### src/pdw_pkg.sv
// Package for the power-down and wake-up controller
package pdw_pkg;
  localparam int unsigned CLK_MHZ = 250;
  localparam int unsigned RESTART_CLKS = 1024;
  localparam logic [10:0] RESTART_CNT = 11'h0400;
  localparam int unsigned ISR_EXTRA = 1;
  localparam logic [2:0] RC_DIV_LAST = 3'h3;

  // Wishbone word addresses (byte offsets)
  localparam logic [7:0] ADDR_CTRL = 8'h00;
  localparam logic [7:0] ADDR_STAT = 8'h04;
  localparam logic [7:0] ADDR_WAKE_EN = 8'h08;
  localparam logic [7:0] ADDR_CAUSE = 8'h0C;

  // CTRL fields
  localparam int unsigned CTRL_WDT_OWN_OSC = 0;
  localparam int unsigned CTRL_WDT_OSC_EN = 1;
  localparam int unsigned CTRL_RC_MODE = 2;
  localparam logic [2:0] CTRL_RST = 3'h3;

  // STAT fields
  localparam int unsigned STAT_PDF = 0;
  localparam int unsigned STAT_TO = 1;
  localparam int unsigned STAT_ASLEEP = 2;
  localparam int unsigned STAT_STALL = 3;

  localparam logic [7:0] WAKE_EN_RST = 8'h00;

  typedef enum logic [4:0] {
    PDW_RUN = 5'b00001,
    PDW_SLEEP = 5'b00010,
    PDW_DELAY = 5'b00100,
    PDW_ISR = 5'b01000,
    PDW_RSTOUT = 5'b10000
  } pdw_state_e;

  typedef enum logic [1:0] {
    PDW_WK_NONE = 2'h0,
    PDW_WK_PORT = 2'h1,
    PDW_WK_IRQ = 2'h2,
    PDW_WK_WDT = 2'h3
  } pdw_cause_e;

  typedef struct packed {
    logic [31:0] dat;
    logic ack;
  } pdw_wb_rsp_s;
endpackage : pdw_pkg

### src/pdw_ctrl.sv
// Power-down entry, wake-up sequencing and clock output control
`timescale 1ns/1ps
// Functional notes
// - Sleep entered only on halt instruction; oscillator stops, core halts there.
// - Memory and registers kept unchanged while asleep.
// - Watchdog cleared on sleep; runs on own oscillator, stops on system clock.
// - Port outputs and directions frozen during sleep.
// - Halt sets power-down flag and clears timeout flag.
// - Dedicated watchdog oscillator runs in sleep; may be disabled by option.
// - Wake on external reset, port A fall, interrupt or watchdog overflow.
// - External reset wake does a complete system reset.
// - Watchdog wake sets timeout flag, resets only PC and stack pointer.
// - Power-down flag cleared by power-up or watchdog clear, set by halt.
// - Each port A pin has its own wake enable option.
// - Port A wake resumes at instruction after halt.
// - Disabled or stack-full interrupt wake resumes after halt; request stays pending.
// - Enabled interrupt with free stack gets normal interrupt response.
// - Interrupt already pending at halt does not wake.
// - Every wake waits 1024 system clocks before running.
// - Interrupt wake delays service entry by at least one further cycle.
// - Instruction after halt runs right after the restart delay.
// - Option selects one clock source: crystal or resistor oscillator.
// - Resistor mode drives clock divided by 8 open-drain on second pin.
// - Watchdog timeout in normal run gives full reset and sets timeout flag.
module pdw_ctrl #(
  parameter int unsigned PORT_W = 8
) (
  input wire logic clk_i,
  input wire logic rst_i,
  input wire logic [7:0] wb_adr_i,
  input wire logic [31:0] wb_dat_i,
  input wire logic wb_we_i,
  input wire logic [3:0] wb_sel_i,
  input wire logic wb_cyc_i,
  input wire logic wb_stb_i,
  output logic [31:0] wb_dat_o,
  output logic wb_ack_o,
  input wire logic halt_exec_i,
  input wire logic wdt_clear_i,
  input wire logic wdt_overflow_i,
  input wire logic ext_reset_i,
  input wire logic [PORT_W-1:0] port_a_i,
  input wire logic irq_req_i,
  input wire logic irq_enabled_i,
  input wire logic stack_full_i,
  output logic osc_run_o,
  output logic core_stall_o,
  output logic io_freeze_o,
  output logic wdt_clear_o,
  output logic wdt_run_o,
  output logic pc_sp_reset_o,
  output logic full_reset_o,
  output logic irq_take_o,
  output logic power_down_flag_o,
  output logic watchdog_timeout_flag_o,
  output logic osc_output_pin_o,
  output logic osc_output_pin_oe_o
);
  typedef struct packed {
    pdw_pkg::pdw_state_e st;
    logic [10:0] cnt;
    pdw_pkg::pdw_cause_e cause;
    logic power_down_flag;
    logic tof;
    logic wdt_own_osc;
    logic wdt_osc_en;
    logic rc_mode;
    logic [PORT_W-1:0] wake_en;
    logic [PORT_W-1:0] port_q;
    logic irq_pend_at_halt;
    logic [2:0] div;
    logic div_out;
    logic pin_oe;
    pdw_pkg::pdw_wb_rsp_s wb;
    logic osc_run;
    logic stall;
    logic freeze;
    logic wdt_clr;
    logic wdt_run;
    logic pcsp;
    logic frst;
    logic irq_take;
  } pdw_ctrl_s;

  pdw_ctrl_s q;
  pdw_ctrl_s next_q;
  logic wb_req;
  logic [PORT_W-1:0] port_fall;

  assign wb_req = wb_cyc_i && wb_stb_i && !q.wb.ack;
  // Sampled edges stand in for the asynchronous capture of the real silicon
  assign port_fall = q.port_q & ~port_a_i & q.wake_en;

  always_comb begin
    next_q = q;
    next_q.port_q = port_a_i;
    next_q.wdt_clr = 1'b0;
    next_q.pcsp = 1'b0;
    next_q.frst = 1'b0;
    next_q.irq_take = 1'b0;
    next_q.wb.ack = wb_req;
    next_q.wb.dat = 32'h0000_0000;
    if (wb_req && !wb_we_i) begin
      case (wb_adr_i)
        pdw_pkg::ADDR_CTRL: next_q.wb.dat = {29'h0000_0000, q.rc_mode, q.wdt_osc_en,
                                             q.wdt_own_osc};
        pdw_pkg::ADDR_STAT: next_q.wb.dat = {28'h000_0000, q.stall,
                                             q.st == pdw_pkg::PDW_SLEEP, q.tof, q.power_down_flag};
        pdw_pkg::ADDR_WAKE_EN: next_q.wb.dat = 32'(q.wake_en);
        pdw_pkg::ADDR_CAUSE: next_q.wb.dat = 32'(q.cause);
        default: next_q.wb.dat = 32'h0000_0000;
      endcase
    end
    if (wb_req && wb_we_i && wb_sel_i[0]) begin
      // Options writable in any state, asleep too; clock source is a single bit so one only
      if (wb_adr_i == pdw_pkg::ADDR_CTRL) begin
        next_q.wdt_own_osc = wb_dat_i[pdw_pkg::CTRL_WDT_OWN_OSC];
        next_q.wdt_osc_en = wb_dat_i[pdw_pkg::CTRL_WDT_OSC_EN];
        next_q.rc_mode = wb_dat_i[pdw_pkg::CTRL_RC_MODE];
      end
      if (wb_adr_i == pdw_pkg::ADDR_WAKE_EN) begin
        next_q.wake_en = wb_dat_i[PORT_W-1:0];
      end
    end
    // Divide by 8 output, open drain: enable only when pulling low
    if (q.rc_mode && q.osc_run) begin
      next_q.div = q.div + 3'h1;
      if (q.div == pdw_pkg::RC_DIV_LAST || q.div == 3'h7) begin
        next_q.div_out = ~q.div_out;
      end
    end
    // Registered so the pin never glitches on a mode change
    next_q.pin_oe = next_q.rc_mode & ~next_q.div_out;
    // Own oscillator, when enabled, keeps watchdog alive in sleep; system clock source or a disabled oscillator stops it
    next_q.wdt_run = q.st == pdw_pkg::PDW_SLEEP ? (q.wdt_own_osc && q.wdt_osc_en)
                                                : 1'b1;
    case (q.st)
      pdw_pkg::PDW_RUN: begin
        if (wdt_clear_i) begin
          next_q.power_down_flag = 1'b0;
        end
        if (wdt_overflow_i) begin
          next_q.tof = 1'b1;
          next_q.frst = 1'b1;
        end else if (halt_exec_i) begin
          next_q.st = pdw_pkg::PDW_SLEEP;
          next_q.power_down_flag = 1'b1;
          next_q.tof = 1'b0;
          next_q.wdt_clr = 1'b1;
          next_q.irq_pend_at_halt = irq_req_i;
          next_q.osc_run = 1'b0;
          next_q.stall = 1'b1;
          next_q.freeze = 1'b1;
          next_q.cause = pdw_pkg::PDW_WK_NONE;
        end
      end
      pdw_pkg::PDW_SLEEP: begin
        if (|port_fall) begin
          next_q.cause = pdw_pkg::PDW_WK_PORT;
        end else if (irq_req_i && !q.irq_pend_at_halt) begin
          next_q.cause = pdw_pkg::PDW_WK_IRQ;
        end else if (wdt_overflow_i && q.wdt_run) begin
          next_q.cause = pdw_pkg::PDW_WK_WDT;
          next_q.tof = 1'b1;
        end
        if (|port_fall || (irq_req_i && !q.irq_pend_at_halt) ||
            (wdt_overflow_i && q.wdt_run)) begin
          next_q.st = pdw_pkg::PDW_DELAY;
          next_q.osc_run = 1'b1;
          next_q.cnt = 11'h000;
        end
        if (!irq_req_i) begin
          next_q.irq_pend_at_halt = 1'b0;
        end
      end
      pdw_pkg::PDW_DELAY: begin
        next_q.cnt = q.cnt + 11'h001;
        if (q.cnt == pdw_pkg::RESTART_CNT - 11'h001) begin
          next_q.freeze = 1'b0;
          if (q.cause == pdw_pkg::PDW_WK_WDT) begin
            next_q.pcsp = 1'b1;
            next_q.stall = 1'b0;
            next_q.st = pdw_pkg::PDW_RUN;
          end else if (q.cause == pdw_pkg::PDW_WK_IRQ && irq_enabled_i && !stack_full_i) begin
            next_q.st = pdw_pkg::PDW_ISR;
          end else begin
            next_q.stall = 1'b0;
            next_q.st = pdw_pkg::PDW_RUN;
          end
        end
      end
      pdw_pkg::PDW_ISR: begin
        next_q.irq_take = 1'b1;
        next_q.stall = 1'b0;
        next_q.st = pdw_pkg::PDW_RUN;
      end
      pdw_pkg::PDW_RSTOUT: begin
        next_q.st = pdw_pkg::PDW_RUN;
      end
      default: next_q.st = pdw_pkg::PDW_RUN;
    endcase
    // External reset always wins; a wake from sleep still waits out the restart delay
    if (ext_reset_i) begin
      next_q.frst = 1'b1;
      next_q.osc_run = 1'b1;
      next_q.freeze = 1'b0;
      next_q.wdt_clr = 1'b1;
      next_q.pcsp = 1'b0;
      next_q.irq_take = 1'b0;
      next_q.cause = pdw_pkg::PDW_WK_NONE;
      if (q.stall) begin
        next_q.st = pdw_pkg::PDW_DELAY;
        next_q.cnt = 11'h000;
        next_q.stall = 1'b1;
      end else begin
        next_q.st = pdw_pkg::PDW_RSTOUT;
        next_q.stall = 1'b0;
      end
    end
  end

  always_ff @(posedge clk_i) begin
    if (rst_i) begin
      q <= '0;
      q.st <= pdw_pkg::PDW_RUN;
      q.cause <= pdw_pkg::PDW_WK_NONE;
      q.osc_run <= 1'b1;
      q.wdt_run <= 1'b1;
      q.wdt_own_osc <= 1'b1;
      q.wdt_osc_en <= 1'b1;
      q.wake_en <= PORT_W'(pdw_pkg::WAKE_EN_RST);
      q.port_q <= '1;
      q.frst <= 1'b1; // Power-up clears both flags and resets all
    end else begin
      q <= next_q;
    end
  end

  assign wb_dat_o = q.wb.dat;
  assign wb_ack_o = q.wb.ack;
  assign osc_run_o = q.osc_run;
  assign core_stall_o = q.stall;
  assign io_freeze_o = q.freeze;
  assign wdt_clear_o = q.wdt_clr;
  assign wdt_run_o = q.wdt_run;
  assign pc_sp_reset_o = q.pcsp;
  assign full_reset_o = q.frst;
  assign irq_take_o = q.irq_take;
  assign power_down_flag_o = q.power_down_flag;
  assign watchdog_timeout_flag_o = q.tof;
  assign osc_output_pin_o = 1'b0;
  assign osc_output_pin_oe_o = q.pin_oe;
endmodule : pdw_ctrl

### config.mk
export PLATFORM = sky130hd
export DESIGN_NAME = pdw_ctrl
export DESIGN_NICKNAME = d
export VERILOG_FILES = /design/src/pdw_pkg.sv /design/src/pdw_ctrl.sv
export SDC_FILE = /design/constraint.sdc
export NUM_CORES = 1
export LEC_CHECK = 0
export BUFFER_PORTS_ARGS = -buffer_cell sky130_fd_sc_hd__buf_4
export CAP_MARGIN = 15
export CORE_ASPECT_RATIO = 0.7
export CORE_UTILIZATION = 44
export DETAILED_ROUTE_END_ITERATION = 10
export GPL_TIMING_DRIVEN = 0
export HOLD_SLACK_MARGIN = 0.15
export PLACE_DENSITY = 0.76
export SKIP_CTS_REPAIR_TIMING = 1
export SYNTH_ARGS = -nofsm -noshare
export SYNTH_HDL_FRONTEND = slang
export SYNTH_SLANG_ARGS = --single-unit
### constraint.sdc
create_clock -name clk_i -period 1.8 [get_ports clk_i]
set_input_delay 0.36 -clock clk_i [delete_from_list [all_inputs] [get_ports clk_i]]
set_output_delay 0.36 -clock clk_i [all_outputs]
set_load 0.03 [all_outputs]
==> impl_metrics.json <==
{
  "outcome": "complete, no violations",
  "groute.usage.overall_pct": 20.1,
  "seq_power_share_pct": 45.7,
  "clock-root-buffer": "clkbuf_8",
  "firstDrtPassIters": 4,
  "ys_types": 47,
  "die_h_um": 70.1,
  "drv_cap": 0,
  "die-area_mm2": 0.00695,
  "place_area_mm2": 0.00350,
  "p_comb_share_pct": 11.5,
  "setup_viol": 0,
  "startpoint": "wb_adr_i[5]",
  "drtIter0Drc": 232,
  "drc": 0,
  "crit_required_ns": 2.08,
  "timing.slew.headroom_pct": 51.1,
  "synthSimpleGateAreaFrac_pct": 27.1,
  "rsz0062_at_grt": "true",
  "regMostFlops": "q",
  "place_hpwl_um": 5110,
  "endpoint": "wb_dat_o[4]$_SDFF_PP0_",
  "worst_pin_slew_ns": 0.734,
  "p_total_w": 0.00311,
  "clock.fmax_mhz": 579,
  "vdd_ir_drop_max_v": 0.000472,
  "ys_ff_latch": 62,
  "routed_wl_um": 6910,
  "vias_per_cell": 5.17,
  "synth.avg_cell_area_um2": 8.80,
  "grt_antenna_before_repair": 0,
  "critPathCaptureType": "flop",
  "grt_start_max_net_pins": 11,
  "rows": 24,
  "clkPwrFrac_pct": 42.8,
  "rrSetupSlack_ns": 0.12,
  "fin_area_mm2": 0.00377,
  "power.density_mw_per_mm2": 826,
  "syn_area_mm2": 0.00291,
  "min_path_type": "in -> reg",
  "synth_top_family_by_area": "simple AND/OR/NAND/NOR gates",
  "wl_per_cell_um": 13.8,
  "r2r-start": "wb_ack_o$_SDFF_PP0_",
  "vias": 2584,
  "io_pins": 109,
  "synthAdderAreaFrac_pct": 1.72,
  "ant_nets": 0,
  "synth_edf_count": 0,
  "synthFlopType": "dfxtp_1",
  "cellInternalPower_w": 0.00237,
  "areaGrowthSynthToFinish_pct": 29.5,
  "place_congestion": 0.846,
  "diodes": 0,
  "swShare_pct": 24.0,
  "clk_path_buf_depth": 2,
  "async_reset_ff_share_pct": 0,
  "p_leak_nw": 1.70,
  "finalClockSkew_ns": 0.00747,
  "critPathLaunchType": "input port",
  "largest_reg_flops": 42,
  "core_area_mm2": 0.00631,
  "utilization_pct": 59.8,
  "critical_path_arrival_ns": 2.01,
  "cts_tree": "done",
  "cts_max_level": 3,
  "synth-seq-area-share_pct": 42.6,
  "clkTransAtPathRegs_ns": 0.07,
  "synth_xor_area_share_pct": 1.50,
  "fill_cells": 574,
  "hold_viol": 0,
  "period_share_pct": 96.0,
  "yosys_warnings": 0,
  "grt-ovfl-total": 0,
  "drive_above_1_share_pct": 31.5,
  "power.switching_w": 0.000748,
  "die_w_um": 99.2,
  "initial_utilization_pct": 46.2,
  "crit_path_max_fanout": 5,
  "rr_worst_depth": 5,
  "synthesis.instances": 331,
  "maxSlewViolCount": 0,
  "crit_type": "in -> reg",
  "synth-compound-area-share_pct": 11.4,
  "port_buffers": 53,
  "grt_pass1_wl_um": 10900,
  "place_inst": 486,
  "insertion_delay_ns": 0.34,
  "layout.cells.non_filler": 500,
  "fin_nets": 485,
  "synth.area.mux_share_pct": 4.98,
  "cts_buffers": 9,
  "rr_endpoint": "wb_dat_o[4]$_SDFF_PP0_",
  "first_global_vias": 2272,
  "period_needed_ns": 1.73,
  "clock_sinks": 62
}
placed cells by master, fill, tap and decap left out, drive strengths merged, types with 5 or more instances in the layout:
cell type,n
a21oi,17
a31oi,6
and2,5
buf,88
clkbuf,20
conb,25
dfxtp,62
mux2i,10
nand2,32
nand3,10
nand3b,11
nor2,37
nor3,8
o21ai,15
or2,11
worst max-delay path: stages:
cell	delay, ns
buf_4	0.11
or4_4	0.55
or4b_4	0.55
nor3b_4	0.28
and2_1	0.17
worst min-delay path by stage:
| stage | from | to | slack (ns) | cells after the start |
|---|---|---|---|---|
| after floorplan | q[44]$_SDFFE_PP0P_ | q[44]$_SDFFE_PP0P_ | 0.44 | 2 |
| after global routing | port_a_i[1] | q[48]$_SDFF_PP1_ | 0.21 | 2 |
| after global placement | q[44]$_SDFFE_PP0P_ | q[44]$_SDFFE_PP0P_ | 0.45 | 2 |
| after CTS | port_a_i[1] | q[48]$_SDFF_PP1_ | 0.21 | 2 |
| after detailed placement | q[44]$_SDFFE_PP0P_ | q[44]$_SDFFE_PP0P_ | 0.46 | 2 |
| final | port_a_i[1] | q[48]$_SDFF_PP1_ | 0.21 | 2 |
layer usage:
layer / wire length (um) / global-route usage [%] / vias up
met5: 0 / 0 / -
met4: 140 / 8.50 / 0
met3: 537 / 5.31 / 20
met2: 2990 / 29.8 / 110
met1: 3250 / 27.7 / 1185
li1: - / - / 1269
per-stage QoR:
stage	setup slack [ns]	hold WS (ns)	TNS, ns
3_3_place_gp	-0.332	0.445	-5.85
5_1_grt	-0.0217	0.208	-0.0254
3_5_place_dp	-0.342	0.460	-6.57
2_1_floorplan	-0.00541	0.440	-0.0214
4_1_cts	-0.211	0.205	-1.10
6_report	0.0715	0.215	0
kinds of logic (layout without fill, tap and decap cells):
family,count (synthesis),in the layout
muxes,12,12
other,1,25
xor gates and xnor gates,5,5
AOI/OAI and AO/OA,54,54
DFF,62,62
and+or+nand+nor,145,145
adders and majority gates,4,4
buffers and inverters,48,115
area by class of cell:
cell class / count / area [um^2] / share of cell area [%]
well taps: 78 / 97.6 / 2.59
inverters: 3 / 11.3 / 0.299
multi-input cells: 245 / 1510 / 40.1
plain buffers: 43 / 293 / 7.76
clock inverters: 4 / 70.1 / 1.86
clock buffers: 12 / 145 / 3.85
flip-flops and latches: 62 / 1240 / 32.9
repair buffers: 53 / 398 / 10.6
synthesized netlist by cell type, types with 2 or more instances:
cell type / n / area share (%)
dfxtp_1: 62 / 43
a21oi_1: 17 / 2.9
nor2b_1: 3 / 0.64
xnor2_1: 2 / 0.60
nand3b_1: 11 / 2.8
ha_1: 4 / 1.7
or3_1: 2 / 0.43
and2_1: 5 / 1.1
buf_4: 33 / 8.5
a31oi_1: 6 / 1.3
a22oi_1: 2 / 0.52
or2_2: 11 / 2.4
and3_1: 4 / 0.86
nor3b_1: 2 / 0.52
clkbuf_1: 10 / 1.3
a211o_1: 2 / 0.60
nand2_1: 31 / 4.0
and2b_2: 2 / 0.60
inv_1: 3 / 0.39
mux2i_1: 10 / 3.4
nor2_1: 37 / 4.8
a41oi_1: 3 / 0.90
xor2_1: 3 / 0.90
nand3_1: 10 / 1.7
mux4_2: 2 / 1.5
nand2b_1: 4 / 0.86
nor4_1: 2 / 0.43
o211ai_1: 2 / 0.52
buf_2: 2 / 0.34
a311oi_1: 4 / 1.2
o21ai_0: 15 / 2.6
nand4_1: 3 / 0.64
nor3_1: 8 / 1.4
power groups by stage:
stage          combinational [W]  sequential, W  clock, W
2_1_floorplan           0.000227        0.00146         0
3_3_place_gp            0.000349        0.00145         0
3_5_place_dp            0.000353        0.00145         0
4_1_cts                 0.000355        0.00142   0.00136
5_1_grt                 0.000385        0.00143   0.00143
6_report                0.000358        0.00142   0.00133
Power figures use the tool's default switching activity.
